[src/dsc_pkg.sv]
/*
 * Shared constants for the downconverter sync and control block:
 * register offsets, field positions, reset values and the sync states.
 * Assumes a 32-bit AXI4-Lite register bus and one core clock.
 */
package dsc_pkg;
    // Register indices; one 32-bit word each, so the byte address is four times the index
    localparam logic [11:0] SYNC_CTRL_IDX = 12'h300;
    localparam logic [11:0] DDC0_CTRL_IDX = 12'h310;
    localparam logic [11:0] XFER_IDX = 12'h00f;
    localparam logic [11:0] TUNE_IDX = 12'h320;
    localparam logic [11:0] PHASE_IDX = 12'h321;
    localparam logic [11:0] MODA_IDX = 12'h322;
    localparam logic [11:0] MODB_IDX = 12'h323;
    localparam logic [11:0] STATUS_IDX = 12'h330;
    // Register byte addresses
    localparam logic [11:0] SYNC_CTRL_ADDR = {SYNC_CTRL_IDX[9:0], 2'b00};
    localparam logic [11:0] DDC0_CTRL_ADDR = {DDC0_CTRL_IDX[9:0], 2'b00};
    localparam logic [11:0] XFER_ADDR = {XFER_IDX[9:0], 2'b00};
    localparam logic [11:0] TUNE_ADDR = {TUNE_IDX[9:0], 2'b00};
    localparam logic [11:0] PHASE_ADDR = {PHASE_IDX[9:0], 2'b00};
    localparam logic [11:0] MODA_ADDR = {MODA_IDX[9:0], 2'b00};
    localparam logic [11:0] MODB_ADDR = {MODB_IDX[9:0], 2'b00};
    localparam logic [11:0] STATUS_ADDR = {STATUS_IDX[9:0], 2'b00};
    // Sync control fields
    localparam int UPD_MODE_BIT = 7;
    localparam int SOFT_RST_BIT = 4;
    localparam int NEXT_SYNC_BIT = 1;
    localparam int SYNC_EN_BIT = 0;
    localparam logic [7:0] SYNC_CTRL_MASK = 8'h93;
    localparam logic [7:0] SYNC_CTRL_RST = 8'h00;
    // Downconverter 0 control fields
    localparam int MIX_SEL_BIT = 7;
    localparam int GAIN_SEL_BIT = 6;
    localparam logic [7:0] DDC0_CTRL_RST = 8'h00;
    // Chip transfer field
    localparam int XFER_BIT = 0;
    localparam logic [31:0] WORD_RST = 32'h00000000;
    // AXI responses
    localparam logic [1:0] RESP_OKAY = 2'b00;
    localparam logic [1:0] RESP_SLVERR = 2'b10;

    typedef enum logic [2:0]
    {
        SYNC_IDLE = 3'b001,
        SYNC_ARMED = 3'b010,
        SYNC_CONT = 3'b100
    } dsc_sync_t;
endpackage : dsc_pkg

[src/dsc_ctrl.sv]
/*
 * Downconverter sync and control register bank, AXI4-Lite slave.
 * Holds oscillator words with immediate or transfer-strobed update,
 * soft reset, SYSREF alignment and downconverter 0 mixer/gain select.
 * Assumes SYSREF is synchronous to core_clk and already enabled upstream.
 */
`timescale 1ns/100ps
`default_nettype none
module dsc_ctrl
(
    // Clock and reset
    input wire logic core_clk,
    input wire logic rst_b,
    // AXI4-Lite write address
    input wire logic [11:0] s_axi_awaddr,
    input wire logic s_axi_awvalid,
    output logic s_axi_awready,
    // AXI4-Lite write data
    input wire logic [31:0] s_axi_wdata,
    input wire logic [3:0] s_axi_wstrb,
    input wire logic s_axi_wvalid,
    output logic s_axi_wready,
    // AXI4-Lite write response
    output logic [1:0] s_axi_bresp,
    output logic s_axi_bvalid,
    input wire logic s_axi_bready,
    // AXI4-Lite read address
    input wire logic [11:0] s_axi_araddr,
    input wire logic s_axi_arvalid,
    output logic s_axi_arready,
    // AXI4-Lite read data
    output logic [31:0] s_axi_rdata,
    output logic [1:0] s_axi_rresp,
    output logic s_axi_rvalid,
    input wire logic s_axi_rready,
    // SYSREF
    input wire logic sysrefIn,
    // Oscillator and datapath controls
    output logic [31:0] tuning_word,
    output logic [31:0] phase_offset_word,
    output logic [31:0] modulus_a_word,
    output logic [31:0] modulus_b_word,
    output logic ncoAlign,
    output logic ddcReset,
    output logic complexMixer,
    output logic gainTimesTwo
);
    typedef struct packed
    {
        logic [11:0] awAddr;
        logic awHeld;
        logic [31:0] wData;
        logic [3:0] wStrb;
        logic wHeld;
        logic bValid;
        logic [1:0] bResp;
        logic rValid;
        logic [31:0] rData;
        logic [1:0] rResp;
        logic [7:0] syncCtrl;
        logic [7:0] ddc0Ctrl;
        logic [31:0] shTune;
        logic [31:0] shPhase;
        logic [31:0] shModA;
        logic [31:0] shModB;
        logic [31:0] acTune;
        logic [31:0] acPhase;
        logic [31:0] acModA;
        logic [31:0] acModB;
        logic align;
    } dsc_ctrl_state_t;

    dsc_ctrl_state_t st_q;
    dsc_ctrl_state_t st_d;
    logic alignPulse;
    logic clearSyncEn;
    logic armed;
    logic doWrite;
    logic [7:0] wByte;

    function automatic logic [31:0] merge(input logic [31:0] old, input logic [31:0] wd, input logic [3:0] be);
        logic [31:0] res;
        res = old;
        for (int i = 0; i < 4; i++)
        begin
            if (be[i])
                res[i*8 +: 8] = wd[i*8 +: 8];
        end
        return res;
    endfunction : merge

    dsc_sync_fsm u_sync
    (
        .core_clk(core_clk),
        .rst_b(rst_b),
        .syncEn(st_q.syncCtrl[dsc_pkg::SYNC_EN_BIT]),
        .nextSync(st_q.syncCtrl[dsc_pkg::NEXT_SYNC_BIT]),
        .sysrefIn(sysrefIn),
        .alignPulse(alignPulse),
        .clearSyncEn(clearSyncEn),
        .armed(armed)
    );

    assign doWrite = st_q.awHeld & st_q.wHeld & ~st_q.bValid;
    assign wByte = st_q.wStrb[0] ? st_q.wData[7:0] : 8'h00;

    always_comb
    begin
        st_d = st_q;
        st_d.align = alignPulse;
        // Write channels taken independently
        // Nothing new is taken while a response waits
        if (s_axi_awvalid && !st_q.awHeld && !st_q.bValid)
        begin
            st_d.awAddr = s_axi_awaddr;
            st_d.awHeld = 1'b1;
        end
        if (s_axi_wvalid && !st_q.wHeld && !st_q.bValid)
        begin
            st_d.wData = s_axi_wdata;
            st_d.wStrb = s_axi_wstrb;
            st_d.wHeld = 1'b1;
        end
        if (st_q.bValid && s_axi_bready)
            st_d.bValid = 1'b0;
        if (doWrite)
        begin
            st_d.awHeld = 1'b0;
            st_d.wHeld = 1'b0;
            st_d.bValid = 1'b1;
            st_d.bResp = dsc_pkg::RESP_OKAY;
            unique case ({st_q.awAddr[11:2], 2'b00})
                dsc_pkg::SYNC_CTRL_ADDR:
                    if (st_q.wStrb[0])
                        st_d.syncCtrl = st_q.wData[7:0] & dsc_pkg::SYNC_CTRL_MASK;
                dsc_pkg::DDC0_CTRL_ADDR:
                    if (st_q.wStrb[0])
                        st_d.ddc0Ctrl = st_q.wData[7:0];
                dsc_pkg::TUNE_ADDR:
                    st_d.shTune = merge(st_q.shTune, st_q.wData, st_q.wStrb);
                dsc_pkg::PHASE_ADDR:
                    st_d.shPhase = merge(st_q.shPhase, st_q.wData, st_q.wStrb);
                dsc_pkg::MODA_ADDR:
                    st_d.shModA = merge(st_q.shModA, st_q.wData, st_q.wStrb);
                dsc_pkg::MODB_ADDR:
                    st_d.shModB = merge(st_q.shModB, st_q.wData, st_q.wStrb);
                dsc_pkg::XFER_ADDR & 12'hffc:
                    ;
                dsc_pkg::STATUS_ADDR:
                    st_d.bResp = dsc_pkg::RESP_SLVERR;
                default:
                    st_d.bResp = dsc_pkg::RESP_SLVERR;
            endcase
        end
        // Words follow the shadow at once in immediate mode
        if (!st_d.syncCtrl[dsc_pkg::UPD_MODE_BIT])
        begin
            st_d.acTune = st_d.shTune;
            st_d.acPhase = st_d.shPhase;
            st_d.acModA = st_d.shModA;
            st_d.acModB = st_d.shModB;
        end
        else if (doWrite && {st_q.awAddr[11:2], 2'b00} == dsc_pkg::XFER_ADDR && wByte[dsc_pkg::XFER_BIT])
        begin
            // Transfer bit self-clears, so it has no storage
            st_d.acTune = st_q.shTune;
            st_d.acPhase = st_q.shPhase;
            st_d.acModA = st_q.shModA;
            st_d.acModB = st_q.shModB;
        end
        // Hardware clear of the enable; a software write of 1 in the same cycle as the clear always loses
        if (clearSyncEn)
            st_d.syncCtrl[dsc_pkg::SYNC_EN_BIT] = 1'b0;
        // Read channel
        if (st_q.rValid && s_axi_rready)
            st_d.rValid = 1'b0;
        if (s_axi_arvalid && !st_q.rValid)
        begin
            st_d.rValid = 1'b1;
            st_d.rResp = dsc_pkg::RESP_OKAY;
            unique case ({s_axi_araddr[11:2], 2'b00})
                dsc_pkg::SYNC_CTRL_ADDR:
                    st_d.rData = {24'h000000, st_q.syncCtrl & dsc_pkg::SYNC_CTRL_MASK};
                dsc_pkg::DDC0_CTRL_ADDR:
                    st_d.rData = {24'h000000, st_q.ddc0Ctrl};
                dsc_pkg::TUNE_ADDR:
                    st_d.rData = st_q.shTune;
                dsc_pkg::PHASE_ADDR:
                    st_d.rData = st_q.shPhase;
                dsc_pkg::MODA_ADDR:
                    st_d.rData = st_q.shModA;
                dsc_pkg::MODB_ADDR:
                    st_d.rData = st_q.shModB;
                dsc_pkg::XFER_ADDR & 12'hffc:
                    st_d.rData = 32'h00000000;
                dsc_pkg::STATUS_ADDR:
                    st_d.rData = {30'h0, armed, st_q.syncCtrl[dsc_pkg::SYNC_EN_BIT]};
                default:
                begin
                    st_d.rData = 32'h00000000;
                    st_d.rResp = dsc_pkg::RESP_SLVERR;
                end
            endcase
        end
    end

    always_ff @(posedge core_clk or negedge rst_b)
    begin
        if (!rst_b)
        begin
            st_q <= '0;
            st_q.syncCtrl <= dsc_pkg::SYNC_CTRL_RST;
            st_q.ddc0Ctrl <= dsc_pkg::DDC0_CTRL_RST;
        end
        else
            st_q <= st_d;
    end

    assign s_axi_awready = ~st_q.awHeld & ~st_q.bValid;
    assign s_axi_wready = ~st_q.wHeld & ~st_q.bValid;
    assign s_axi_bvalid = st_q.bValid;
    assign s_axi_bresp = st_q.bResp;
    assign s_axi_arready = ~st_q.rValid;
    assign s_axi_rvalid = st_q.rValid;
    assign s_axi_rdata = st_q.rData;
    assign s_axi_rresp = st_q.rResp;

    assign tuning_word = st_q.acTune;
    assign phase_offset_word = st_q.acPhase;
    assign modulus_a_word = st_q.acModA;
    assign modulus_b_word = st_q.acModB;
    assign ncoAlign = st_q.align;
    assign ddcReset = st_q.syncCtrl[dsc_pkg::SOFT_RST_BIT];
    assign complexMixer = st_q.ddc0Ctrl[dsc_pkg::MIX_SEL_BIT];
    assign gainTimesTwo = st_q.ddc0Ctrl[dsc_pkg::GAIN_SEL_BIT];
endmodule : dsc_ctrl
`default_nettype wire

[src/dsc_sync_fsm.sv]
/*
 * SYSREF edge detection and oscillator alignment sequencing.
 * Assumes SYSREF is already synchronous to core_clk.
 */
`timescale 1ns/100ps
`default_nettype none
module dsc_sync_fsm
(
    // Clock and reset
    input wire logic core_clk,
    input wire logic rst_b,
    // Controls
    input wire logic syncEn,
    input wire logic nextSync,
    input wire logic sysrefIn,
    // Results
    output logic alignPulse,
    output logic clearSyncEn,
    output logic armed
);
    typedef struct packed
    {
        dsc_pkg::dsc_sync_t state;
        logic sysrefPrev;
        logic align;
        logic clr;
    } dsc_fsm_state_t;

    dsc_fsm_state_t st_q;
    dsc_fsm_state_t st_d;
    logic edgeSeen;

    assign edgeSeen = sysrefIn & ~st_q.sysrefPrev;

    always_comb
    begin
        st_d = st_q;
        st_d.sysrefPrev = sysrefIn;
        st_d.align = 1'b0;
        st_d.clr = 1'b0;
        unique case (st_q.state)
            dsc_pkg::SYNC_IDLE:
            begin
                // Alignment off while enable is low
                // A clear still on its way must not re-arm for a cycle
                if (syncEn && !st_q.clr)
                    st_d.state = nextSync ? dsc_pkg::SYNC_ARMED : dsc_pkg::SYNC_CONT;
            end
            dsc_pkg::SYNC_ARMED:
            begin
                if (!syncEn)
                    st_d.state = dsc_pkg::SYNC_IDLE;
                else if (edgeSeen)
                begin
                    // Only this edge aligns; later ones are ignored
                    st_d.align = 1'b1;
                    st_d.clr = 1'b1;
                    st_d.state = dsc_pkg::SYNC_IDLE;
                end
            end
            dsc_pkg::SYNC_CONT:
            begin
                if (!syncEn || nextSync)
                    st_d.state = dsc_pkg::SYNC_IDLE;
                else if (edgeSeen)
                    // Relies on SYSREF being a multiple of the oscillator rate
                    st_d.align = 1'b1;
            end
            default:
                st_d.state = dsc_pkg::SYNC_IDLE;
        endcase
    end

    always_ff @(posedge core_clk or negedge rst_b)
    begin
        if (!rst_b)
            st_q <= '{state: dsc_pkg::SYNC_IDLE, sysrefPrev: 1'b0, align: 1'b0, clr: 1'b0};
        else
            st_q <= st_d;
    end

    assign alignPulse = st_q.align;
    assign clearSyncEn = st_q.clr;
    assign armed = (st_q.state == dsc_pkg::SYNC_ARMED);
endmodule : dsc_sync_fsm
`default_nettype wire

[config.mk]
export PLATFORM = sky130hd
export DESIGN_NAME = dsc_ctrl
export DESIGN_NICKNAME = d
export VERILOG_FILES = /design/src/dsc_pkg.sv /design/src/dsc_ctrl.sv /design/src/dsc_sync_fsm.sv
export SDC_FILE = /design/constraint.sdc
export NUM_CORES = 1
export LEC_CHECK = 0
export ABC_CLOCK_PERIOD_IN_PS = 2230
export BUFFER_PORTS_ARGS = -buffer_cell sky130_fd_sc_hd__buf_2
export CORE_AREA = 8 8 216 218
export CTS_BUF_LIST = sky130_fd_sc_hd__clkbuf_4 sky130_fd_sc_hd__clkbuf_8
export CTS_CLUSTER_DIAMETER = 60
export CTS_CLUSTER_SIZE = 25
export DETAILED_ROUTE_END_ITERATION = 10
export DIE_AREA = 0 0 224 226
export HOLD_SLACK_MARGIN = 0.02
export SLEW_MARGIN = 15
export SYNTH_ARGS = -nofsm -noshare
export SYNTH_HDL_FRONTEND = slang
export SYNTH_SLANG_ARGS = --single-unit
[constraint.sdc]
create_clock -name core_clk -period 2.23 [get_ports core_clk]
set_input_delay 0.1115 -clock core_clk [delete_from_list [all_inputs] [get_ports core_clk]]
set_output_delay 0.1115 -clock core_clk [all_outputs]
set_load 0.01 [all_outputs]
---- After elaboration in Yosys (flattened, before gate mapping) ----
Cells that the tools add are included.
word-level totals
  register bits ........................... 363
  input port bits ......................... 68
  output and inout port bits .............. 173
  word-level logic and storage cells ...... 140
operators by class
  equality and inequality tests ........... 22
  mux-type cells .......................... 51
  bitwise gates (word level) .............. 10
  reductions and logical operators ........ 30
operator list
  cell                  count
  $mux 128              2
  $pmux 32 s7           1
  $mux 8                20
  $mux 144              1
  $eq 10x10->1 const B  13
  $mux 32               4
  $mux 35               1
  $eq 10x4->1 const B   2
  $mux 3                5
  $reduce_bool 2->1     7
  $reduce_and 3->1      4
  $logic_and 1x1->1     10
  $mux 1                10
  $pmux 3 s3            1
  $mux 2                4
  $reduce_or 8->1       1
  $reduce_or 7->1       1
  $logic_not 1->1       6
  $ne 2x1->1 const B    3
  $and 1x1->1           5
  $not 1->1             5
  $mux 4                1
  $eq 3x1->1 const B    1
  $eq 3x2->1 const B    1
  4 further kinds       4

---- Logic depth before layout (Yosys ltp) ----
Gate-level depths: netlist of run 1.
  depth in word-level cells ............... 6
  depth in mapped cells ................... 9
  depth with buffers taken out ............ 5

---- Hierarchy ----
A second synthesis of run 1 with hierarchy kept.
unflattened totals
  cells, all modules ...................... 1385
  area total of the unflattened synthesis .. 17234.0 um^2
modules (own cells, without submodules)
  module        times used  cells an instance  area each (um^2)  sequential area each (um^2)
  dsc_ctrl      1           1361               16975.0           8833.5
  dsc_sync_fsm  1           24                 259.0             151.4

---- Least setup slack after synthesis of run 1 ----
Ideal clock, no wire load.
  path kind ............................... register to register
  start ................................... reg st_q[358] in the netlist's numbering
  end ..................................... reg st_q (netlist bit phase_offset_word[2])
  setup time .............................. 0.123 ns
  data arrival time ....................... 2.337 ns
  required time ........................... 2.107 ns
  slack ................................... -0.229 ns
  stages on the path, launching flop included .. 8
  path buffers ............................ 2
  clock period less this slack ............ 2.459 ns
  cells stage by stage .................... dfrtp_1 or4b_1 buf_2 buf_4 nor4_4 nand2_1 or2_2 o221a_1
on the way
  cells in the longest elaborated chain, start to end .. 4
  elaborated cells on any way between the ends .. 10
  those cells by class .................... 4 x eq/ne; 4 x mux; 2 x reduce/logical
RTL lines
  what                                              RTL line                          text
  from (decl)                                       dsc_ctrl.sv:73                    dsc_ctrl_state_t st_q;
  from (signal assigned)                            dsc_ctrl.sv:216                   st_q <= st_d;
  $eq 10x10->1 or $eq 10x4->1 (tied branches)       dsc_ctrl.sv:132, dsc_ctrl.sv:163
  $mux 8, or another cell as far along              dsc_ctrl.sv:132                   unique case ({st_q.awAddr[11:2], 2'b00})
  $mux 144 or $logic_and 1x1->1 (tied branches)     dsc_ctrl.sv:126, dsc_ctrl.sv:163
  $ne 2x1->1 (no line) or $mux 128 (tied branches)  -
Parallel ways exist; a longest one is shown, timed or not. The select of a mux whose other input is x is not followed.
A chain may end at the register's enable or synchronous reset.

---- Worst setup path after layout of run 1 ----
  start ................................... reg st_q[355] in the netlist's numbering
  end ..................................... reg st_q (netlist bit modulus_b_word[22])
The elaborated chain is that of the path after synthesis.

==> metrics, run 1 <==
wire per inst=22.1 um; Max Freq=approximately 0.42 GHz; TritonCTS clock tree=built; remaining global-route overflow=0; compound-gate portion of the synthesized area=0.120; final hold violation count=0; root buffer cell=clkbuf_8; synthesis-stage register bit count=359; Synth cell types=55; Seq/Total Area, Yosys=0.524; static leakage=10.2 nW; Longest Clk Path Bufs=3; vias=roughly 12000; worst path cell trace=or4bb_4 > o41ai_4 > a21boi_4 > buf_12 > a21oi_4 > buf_12 > o221a_2; final setup fails=128; Gate Count Post-Synth=1432; Storage cell area=0.00898 mm^2; fin cells=about 2300; Ports=about 240; clk sinks=359; Worst Skew=35.7 ps; commonest non-fill, non-tap cell in the layout=dfrtp_1; largest net degree at the start of global routing=71; maxcap violations=0; initial antenna violation count=2; Die Y-Extent=between 200 and 250 um; vias per inst=5.25; failing checks=setup timing; row cnt=77; drt total wl=around 51 mm; Core ar.=0.0435 mm^2; multi-input logic area=0.00701 mm^2; post-place setup slack=-257 ps; RSZ-0062 raised after global routing=true; nets=~1800; Power Dens Cells=~790 mW/mm^2; Worst Setup Start Kind=flop; residual DRC count=0; largest family of logic cells by synthesized area=simple AND/OR/NAND/NOR gates; worst flop-to-flop path startpoint=st_q[355]$_DFFE_PN0P_; Synth Area per Inst=12.0 um^2; CP startpoint=st_q[355]$_DFFE_PN0P_; initial drt markers=roughly 850; Antenna Nets Post-Route=0; status=complete, but fails checks; Required @ worst endpoint=~2700 ps; Overall Global Routing Usage=0.200; number of fill cells in the layout=roughly 3900; Num CTS Buffers=35; cells on worst reg2reg path=7; RR Endpoint=modulus_b_word[22]$_DFFE_PN0P_; Post-synth EDFFs=0; IO buf count=between 200 and 250; Slew headroom=0.584; Detailed Place HPWL=between 30 and 40 mm; synthesized-area fraction occupied by adder cells=0; Synth Area in XOR/XNOR=0.000511; DRT Pass-1 Iters=4; Hold Crit Class=input pin to async pin; final worst slack=-163 ps; # H-tree levels=2; shortest period the worst path allows=2390 ps; Hold WS=58.5 ps; area delta synth->final=22.8%; Slew @ Worst Pin=624 ps; final core utilization=0.484; dominant synthesized flop cell=dfrtp_1; Worst path top cell family by delay=compound AO/OA/AOI/OAI gates; VDD IR max=0.440 mV; ys async rst share=1.00; Yosys Warn Count=0; number of global-route vias before repair=12700; Data arrival, critical path=2900 ps; Clock Pin Slew Worst Setup and Hold Paths=120 ps; most used cells in the layout excluding fill and tap cells=dfrtp_1 (358), nand2_1 (255), buf_2 (233); Top cell by count, worst path=buf_12; Final GP Congestion=0.832; Crit Path Max Fanout=8; Cells after DPL=2174; mux share of post-synthesis cell area=0.115; CP max stage delay=570 ps; Die Span X=224 um; die area=between 0.05 and 0.06 mm^2; simple-gate share of the synthesized area=0.153; Initial Util=0.394; share of post-route cells with drive strength above 1=0.453; CP endpoint kind=flop; Syn Std Cell Area=between 0.015 and 0.02 mm^2; slowest stage cell on the critical path=or4bb_4; Buf/Inv on CP=2; worst skew pair latency=630 ps; Crit Path Class=flop to flop; Final Max Slew Viols=0; Total Power=0.0165 W; r2r setup slk=-160 ps; first-pass GRT wire length=78.3 mm; Final period util=1.07
## cells in the mapped netlist, types with 10 or more instances
| cell | instances | area share |
|---|---|---|
| o221a_1 | 72 | 0.047 |
| a22o_1 | 26 | 0.013 |
| o221a_2 | 56 | 0.037 |
| dfrtp_1 | 358 | 0.52 |
| a21oi_2 | 14 | 0.0072 |
| or2_0 | 21 | 0.0077 |
| nor2_1 | 20 | 0.0044 |
| or2_2 | 72 | 0.026 |
| nand3b_1 | 10 | 0.0044 |
| nand2_1 | 268 | 0.059 |
| nand2b_1 | 36 | 0.013 |
| nand3_1 | 11 | 0.0032 |
| mux2_2 | 113 | 0.074 |
| mux4_2 | 29 | 0.038 |
| buf_4 | 166 | 0.073 |
| nor4_4 | 13 | 0.016 |
| clkbuf_1 | 40 | 0.0088 |
## through the flow
step | instance area, um^2 | setup TNS [ps]
floorplan | 17300 | -8670
global placement | 19100 | -24720
detailed placement | 19100 | -29850
CTS | 20900 | -12380
global route | 21000 | -23230
finish | 21000 | -15340
## registers in the layout (all words and copies together), names as in the netlist
register	cells
u_sync.clearSyncEn	1
st_q	185
s_axi_bvalid	1
u_sync.st_q	4
ncoAlign	1
s_axi_rresp	1
gainTimesTwo	1
s_axi_rvalid	1
ddcReset	1
complexMixer	1
tuning_word	32
phase_offset_word	32
modulus_b_word	32
s_axi_bresp	1
s_axi_rdata	32
u_sync.alignPulse	1
modulus_a_word	32
## cells by family (layout without fill, tap and decap cells)
group	count (synthesis)	count (layout)
buf+inv	227	511
mux	146	146
xor+xnor	1	1
other cells	1	3
simple gates	492	492
flops	359	359
compound gates	206	206
## layer usage
metal  share of wire  wire, um  vias to the layer above  track usage
met1            0.44     22400                     6163        0.266
met5         0.00020        10                        -            0
li1                -         -                     5512            -
met4           0.027      1400                        2       0.0667
met3           0.056      2860                       82       0.0414
met2            0.48     24300                      365        0.324
## where the power goes
group	internal, W	switching (W)	leakage [nW]
Sequential	0.00718	0.00111	4.89
Combinational	0.00172	0.00175	4.90
Clock	0.00189	0.00290	0.418
Total	0.0108	0.00576	10.2
## worst max-delay path by stage
stage	to	slack, ps	cells past startpoint
floorplan	tuning_word[0]$_DFFE_PN0P_	-90	6
global placement	phase_offset_word[9]$_DFFE_PN0P_	-220	7
detailed placement	phase_offset_word[12]$_DFFE_PN0P_	-260	7
CTS	modulus_a_word[10]$_DFFE_PN0P_	-150	7
global route	modulus_b_word[5]$_DFFE_PN0P_	-230	8
finish	modulus_b_word[22]$_DFFE_PN0P_	-160	7
## cell type report
cell class	count	share of cell area
timing repair buffer	442	0.163
antenna	1	0.000119
sequential	359	0.427
multi-input combinational	847	0.333
clock buffer	38	0.0249
inverter	5	0.000892
tap	592	0.0352
clock inverter	26	0.0156
## what timing repair did
item | CTS | global route
setup endpoints to repair | 250 | 149
gates cloned | 3 | 1
setup buffers | 7 | 2
endpoints found under the hold margin | 416 | 0
hold buffers | 61 | 0
pin swaps | 16 | 25
resized for setup | 47 | 22
Power figures use the tool's default switching activity.
==> run 2: changes to the inputs <==
--- a/config.mk
+++ b/config.mk
@@ -5,7 +5,7 @@
 export SDC_FILE = /design/constraint.sdc
 export NUM_CORES = 1
 export LEC_CHECK = 0
-export ABC_CLOCK_PERIOD_IN_PS = 2230
+export ABC_CLOCK_PERIOD_IN_PS = 2700
 export BUFFER_PORTS_ARGS = -buffer_cell sky130_fd_sc_hd__buf_2
 export CORE_AREA = 8 8 216 218
 export CTS_BUF_LIST = sky130_fd_sc_hd__clkbuf_4 sky130_fd_sc_hd__clkbuf_8
@@ -14,6 +14,7 @@
 export DETAILED_ROUTE_END_ITERATION = 10
 export DIE_AREA = 0 0 224 226
 export HOLD_SLACK_MARGIN = 0.02
+export RECOVER_POWER = 25
 export SLEW_MARGIN = 15
 export SYNTH_ARGS = -nofsm -noshare
 export SYNTH_HDL_FRONTEND = slang
==> constraint.sdc (replaced) <==
create_clock -name core_clk -period 2.7 [get_ports core_clk]
set_input_delay 0.135 -clock core_clk [delete_from_list [all_inputs] [get_ports core_clk]]
set_output_delay 0.135 -clock core_clk [all_outputs]
set_load 0.01 [all_outputs]
==> metrics, run 2 (synthesis results as in run 1) <==
CP endpoint kind=flop (unchanged); Die Span X=224 um (unchanged); die area=0.0506 mm^2 (unchanged); largest net degree at the start of global routing=85 (was 71); final hold violation count=0 (unchanged); status=complete, but fails checks (unchanged); row cnt=77 (unchanged); commonest non-fill, non-tap cell in the layout=dfrtp_1 (unchanged); failing checks=capacitance limit, slew limit (was setup timing); Clock Power Share=0.301 (was 0.289); Required @ worst endpoint=3210 ps (was 2740 ps); Crit Path Class=input pin to flop (was flop to flop); Slew @ Worst Pin=2410 ps (was 624 ps); fin cells=2267 (was 2310); Final period util=0.968; sequential share of power=0.512 (was 0.501); Ports=241 (unchanged); wire per inst=22.5 um (was 22.1 um); root buffer cell=clkbuf_8 (unchanged); VDD IR max=0.333 mV (was 0.440 mV); Max Freq=0.383 GHz; Detailed Place HPWL=34.5 mm (was 35.3 mm); Core ar.=0.0435 mm^2 (unchanged); nets=1717 (was 1758); remaining global-route overflow=0 (unchanged); residual DRC count=0 (unchanged); Num CTS Buffers=34 (was 35); Cells after DPL=2139 (was 2174); Worst Setup Start Kind=input pin (was flop); Die Y-Extent=226 um (unchanged); setup TNS=0 ps (was -15340 ps); TritonCTS clock tree=built (unchanged); initial antenna violation count=2 (unchanged); initial drt markers=1012 (was 847); DRT Pass-1 Iters=5 (was 4); Clock Pin Slew Worst Setup and Hold Paths=120 ps (about the same); Worst Skew=56.1 ps (was 35.7 ps); Antenna Nets Post-Route=0 (unchanged); Biggest register=st_q (unchanged); shortest period the worst path allows=roughly 2600 ps; clk sinks=359 (unchanged); Slew headroom=-0.607 (was 0.584); drt total wl=51.0 mm (about the same); Initial Util=0.394 (unchanged); vias=11900 (was 12100); Sw Pwr=0.00452 W (was 0.00576 W); static leakage=9.82 nW (was 10.2 nW); Hold Crit Class=input pin to flop (was input pin to async pin); IO buf count=234 (unchanged); Largest register FFs=185 (unchanged); combinational share of power=0.187 (was 0.210); switching share of power=0.339 (was 0.348); maxcap violations=1 (was 0); share of post-route cells with drive strength above 1=0.424 (was 0.453); area delta synth->final=17.6% (was 22.8%); Overall Global Routing Usage=0.200 (about the same); number of global-route vias before repair=12400 (was 12700); Final GP Congestion=0.806 (was 0.832); Longest Clk Path Bufs=3 (unchanged); number of fill cells in the layout=3992 (was 3885); # H-tree levels=2 (unchanged); vias per inst=5.25 (about the same); worst skew pair latency=620 ps (was 630 ps); most used cells in the layout excluding fill and tap cells=dfrtp_1 (358), nand2_1 (268), buf_2 (232) (was dfrtp_1 (358), nand2_1 (255), buf_2 (233)); Data arrival, critical path=3120 ps (was 2900 ps); Pint=0.00883 W (was 0.0108 W); Crit Path Max Fanout=9 (was 8); final setup fails=0 (was 128); first-pass GRT wire length=77.9 mm (was 78.3 mm); Final Max Slew Viols=81 (was 0); RSZ-0062 raised after global routing=false (was true); Power Dens Cells=663 mW/mm^2 (was 787 mW/mm^2)
## run 2: worst paths after layout
check	startpoint	end	slack [ps]	cells after the start
worst min register to register	u_sync.alignPulse$_DFF_PN0_	ncoAlign$_DFF_PN0_	380	0
worst max-delay path	s_axi_araddr[7]	s_axi_rresp[1]$_DFFE_PN0P_	90	9
max in group asynchronous	rst_b	st_q[204]$_DFF_PN0_	430	3
worst min-delay path	s_axi_araddr[5]	s_axi_rdata[1]$_DFFE_PN0P_	120	4
worst max register to register	st_q[355]$_DFFE_PN0P_	phase_offset_word[9]$_DFFE_PN0P_	90	6
min in group asynchronous	rst_b	st_q[259]$_DFFE_PN0P_	760	2
## run 2: routing by layer
layer	routed length (um)	global-route usage
met1	22900	0.275
met2	24200	0.321
met3	2740	0.0388
met4	1130	0.0531
met5	8	0
## run 2: timing repair
action	CTS	global route
hold endpoints to repair	174	0
setup buffers	0	1
hold buffers	64	0
setup endpoints to repair	0	14
gates resized for setup	0	1
## run 2: power by group through the flow
stage | clock network (W) | logic (W) | registers (W)
global route | 0.00434 | 0.00270 | 0.00697
CTS | 0.00416 | 0.00252 | 0.00684
floorplan | 0 | 0.00176 | 0.00653
finish | 0.00402 | 0.00249 | 0.00684
detailed placement | 0 | 0.00243 | 0.00694
global placement | 0 | 0.00237 | 0.00693
## run 2: worst max-delay path, stage by stage
cell and delay (ps):
dlygate4sd3_1 520, buf_2 190, nor4b_1 290, dlygate4sd3_1 590, a31oi_1 70, dlygate4sd3_1 580
a21oi_1 120, nor2_1 50, dlygate4sd3_1 570
## run 2: layout make-up
| class | instances | area, um^2 | area share |
|---|---|---|---|
| Antenna cell | 1 | 2.50 | 0.000124 |
| Clock buffer | 38 | 517 | 0.0256 |
| Clock inverter | 23 | 345 | 0.0171 |
| Inverter | 5 | 18.8 | 0.000931 |
| Multi-Input combinational cell | 847 | 6690 | 0.332 |
| Sequential cell | 359 | 8980 | 0.446 |
| Tap cell | 592 | 741 | 0.0368 |
| Timing Repair Buffer | 402 | 2850 | 0.141 |
## run 2: metrics by stage
stage,setup WS (ps),total power (W),util,cell area (um^2),hold WS [ps]
6_report,87.4,0.0134,0.464,20100,121
3_5_place_dp,86.9,0.00937,0.429,18600,217
5_1_grt,3.15,0.0140,0.464,20100,105
3_3_place_gp,145,0.00930,0.429,18600,214
4_1_cts,42.8,0.0135,0.463,20100,46.0
2_1_floorplan,241,0.00829,-,17100,-161
==> run 3: changes to the inputs <==
--- a/config.mk
+++ b/config.mk
@@ -7,13 +7,14 @@
 export LEC_CHECK = 0
 export ABC_CLOCK_PERIOD_IN_PS = 2700
 export BUFFER_PORTS_ARGS = -buffer_cell sky130_fd_sc_hd__buf_2
-export CORE_AREA = 8 8 216 218
+export CORE_AREA = 8 8 161 200
 export CTS_BUF_LIST = sky130_fd_sc_hd__clkbuf_4 sky130_fd_sc_hd__clkbuf_8
 export CTS_CLUSTER_DIAMETER = 60
 export CTS_CLUSTER_SIZE = 25
 export DETAILED_ROUTE_END_ITERATION = 10
-export DIE_AREA = 0 0 224 226
+export DIE_AREA = 0 0 169 208
 export HOLD_SLACK_MARGIN = 0.02
+export PLACE_DENSITY = 0.82
 export RECOVER_POWER = 25
 export SLEW_MARGIN = 15
 export SYNTH_ARGS = -nofsm -noshare
==> metrics, run 3 (synthesis results as in run 1) <==
Num CTS Buffers=23 (was 34); Storage cell area=0.00898 mm^2 (unchanged); GRT met2 Usage=0.426 (was 0.321); Worst Skew=38.4 ps (was 56.1 ps); status=complete, but fails checks (unchanged); initial drt markers=859 (was 1012); # H-tree levels=1 (was 2); clk sinks=359 (unchanged); Largest register FFs=185 (unchanged); multi-input logic area=0.00670 mm^2 (was 0.00669 mm^2); Worst Setup Start Kind=flop (was input pin); Final period util=0.982 (was 0.968); static leakage=9.52 nW (was 9.82 nW); Final Max Slew Viols=93 (was 81); drt total wl=45.1 mm (was 51.0 mm); share of post-route cells with drive strength above 1=0.413 (was 0.424); maxcap violations=1 (unchanged); die area=0.0352 mm^2 (was 0.0506 mm^2); Die Y-Extent=208 um (was 226 um); Overall Global Routing Usage=0.253 (was 0.200); most used cells in the layout excluding fill and tap cells=dfrtp_1 (358), nand2_1 (267), buf_2 (234) (was dfrtp_1 (358), nand2_1 (268), buf_2 (232)); residual DRC count=0 (unchanged); fin cells=2025 (was 2267); met1 Resource Use GR=0.327 (was 0.275); vias=12000 (was 11900); largest net degree at the start of global routing=96 (was 85); Core ar.=0.0291 mm^2 (was 0.0435 mm^2); wire per inst=22.3 um (was 22.5 um); root buffer cell=clkbuf_8 (unchanged); Detailed Place HPWL=31.2 mm (was 34.5 mm); remaining global-route overflow=0 (unchanged); number of global-route vias before repair=12500 (was 12400); met3 Resource Use GR=0.0445 (was 0.0388); Power Dens Cells=635 mW/mm^2 (was 663 mW/mm^2); vias per inst=5.90 (was 5.25); CP endpoint kind=flop (unchanged); row cnt=70 (was 77); Slew @ Worst Pin=2330 ps (was 2410 ps); Crit Path Class=flop to flop (was input pin to flop); VDD IR max=0.527 mV (was 0.333 mV); failing checks=capacitance limit, slew limit (unchanged); TritonCTS clock tree=built (unchanged); area delta synth->final=12.3% (was 17.6%); RSZ-0062 raised after global routing=true (was false); IO buf count=234 (unchanged); Biggest register=st_q (unchanged); Clock Pin Slew Worst Setup and Hold Paths=140 ps (was 120 ps); Required @ worst endpoint=3170 ps (was 3210 ps); worst skew pair latency=600 ps (was 620 ps); most used routing layer=met2 (unchanged); Ports=241 (unchanged); DRT Pass-1 Iters=5 (unchanged); Data arrival, critical path=3120 ps (about the same); number of fill cells in the layout=2191 (was 3992); Initial Util=0.589 (was 0.394); Max Freq=0.377 GHz (was 0.383 GHz); Crit Path Max Fanout=19 (was 9); final core utilization=0.662 (was 0.464); Die Span X=169 um (was 224 um); r2r setup slk=50 ps (was 90 ps); Cells after DPL=1927 (was 2139); Longest Clk Path Bufs=3 (unchanged); Hold Crit Class=input pin to flop (unchanged); Slew headroom=-0.551 (was -0.607); initial antenna violation count=0 (was 2); nets=1682 (was 1717); Total Power=0.0122 W (was 0.0134 W); first-pass GRT wire length=70.8 mm (was 77.9 mm); shortest period the worst path allows=2650 ps (was 2610 ps); commonest non-fill, non-tap cell in the layout=dfrtp_1 (unchanged); Antenna Nets Post-Route=0 (unchanged); final hold violation count=0 (unchanged); final setup fails=0 (unchanged); Final GP Congestion=0.891 (was 0.806)
[run 3: cell count changes in the layout (fill, tap and decap cells not counted), sizes merged]
cell         delta
buf            -14
clkbuf         -19
clkinv          +2
clkinvlp        -3
dlygate4sd3     -6
inv             -6
[run 3: worst paths after layout]
kind                                             startpoint                              to  depth (start not counted)
worst max-delay path                  st_q[356]$_DFFE_PN0P_  modulus_b_word[31]$_DFFE_PN0P_                          6
worst min-delay path                        s_axi_araddr[7]      s_axi_rdata[3]$_DFFE_PN0P_                          5
worst max register to register        st_q[356]$_DFFE_PN0P_  modulus_b_word[31]$_DFFE_PN0P_                          6
worst min register to register  u_sync.alignPulse$_DFF_PN0_              ncoAlign$_DFF_PN0_                          0
max in group asynchronous                             rst_b             st_q[211]$_DFF_PN0_                          3
min in group asynchronous                             rst_b             st_q[246]$_DFF_PN0_                          2
[run 3: what timing repair did]
item | 4_1_cts | 5_1_grt
hold endpoints to repair | 140 | 0
setup buffers | 0 | 0
gates resized for setup | 0 | 4
hold buffers | 58 | 0
setup endpoints to repair | 0 | 26
[run 3: routing by layer]
metal,share of wire,wire (um),vias to the layer above
met3,0.073,3310,94
met2,0.50,22300,479
li1,-,-,5339
met5,0,0,-
met1,0.40,18200,6041
met4,0.027,1210,0
[run 3: power breakdown]
group | switching (W) | internal, W | total (W)
clock network | 0.00190 | 0.00111 | 0.00302
logic | 0.00122 | 0.00111 | 0.00233
registers | 0.000941 | 0.00593 | 0.00687
total | 0.00406 | 0.00815 | 0.0122
[run 3: worst max-delay path, cell delays in order (launching register included)]
cell,delay [ps]
dfrtp_1,470
or4b_4,610
o41ai_2,390
buf_6,260
nand2_1,290
or2_2,370
o221a_2,120
[run 3: through the flow]
| stage | hold slack [ps] | instance area, um^2 | TNS [ps] | setup WS, ps |
|---|---|---|---|---|
| 6_report | 138 | 19200 | 0 | 49.0 |
| 2_1_floorplan | -161 | 17100 | 0 | 241 |
| 3_3_place_gp | 196 | 18100 | 0 | 198 |
| 5_1_grt | 132 | 19200 | -18.9 | -18.9 |
| 4_1_cts | 105 | 19200 | 0 | 84.1 |
| 3_5_place_dp | 200 | 18100 | 0 | 128 |
[run 3: cell type report]
| type | count | area share |
|---|---|---|
| Sequential cell | 359 | 0.467 |
| Timing Repair Buffer | 378 | 0.130 |
| Antenna cell | 1 | 0.000130 |
| Multi-Input combinational cell | 847 | 0.348 |
| Inverter | 5 | 0.000975 |
| Clock inverter | 16 | 0.0121 |
| Tap cell | 396 | 0.0257 |
| Clock buffer | 23 | 0.0165 |
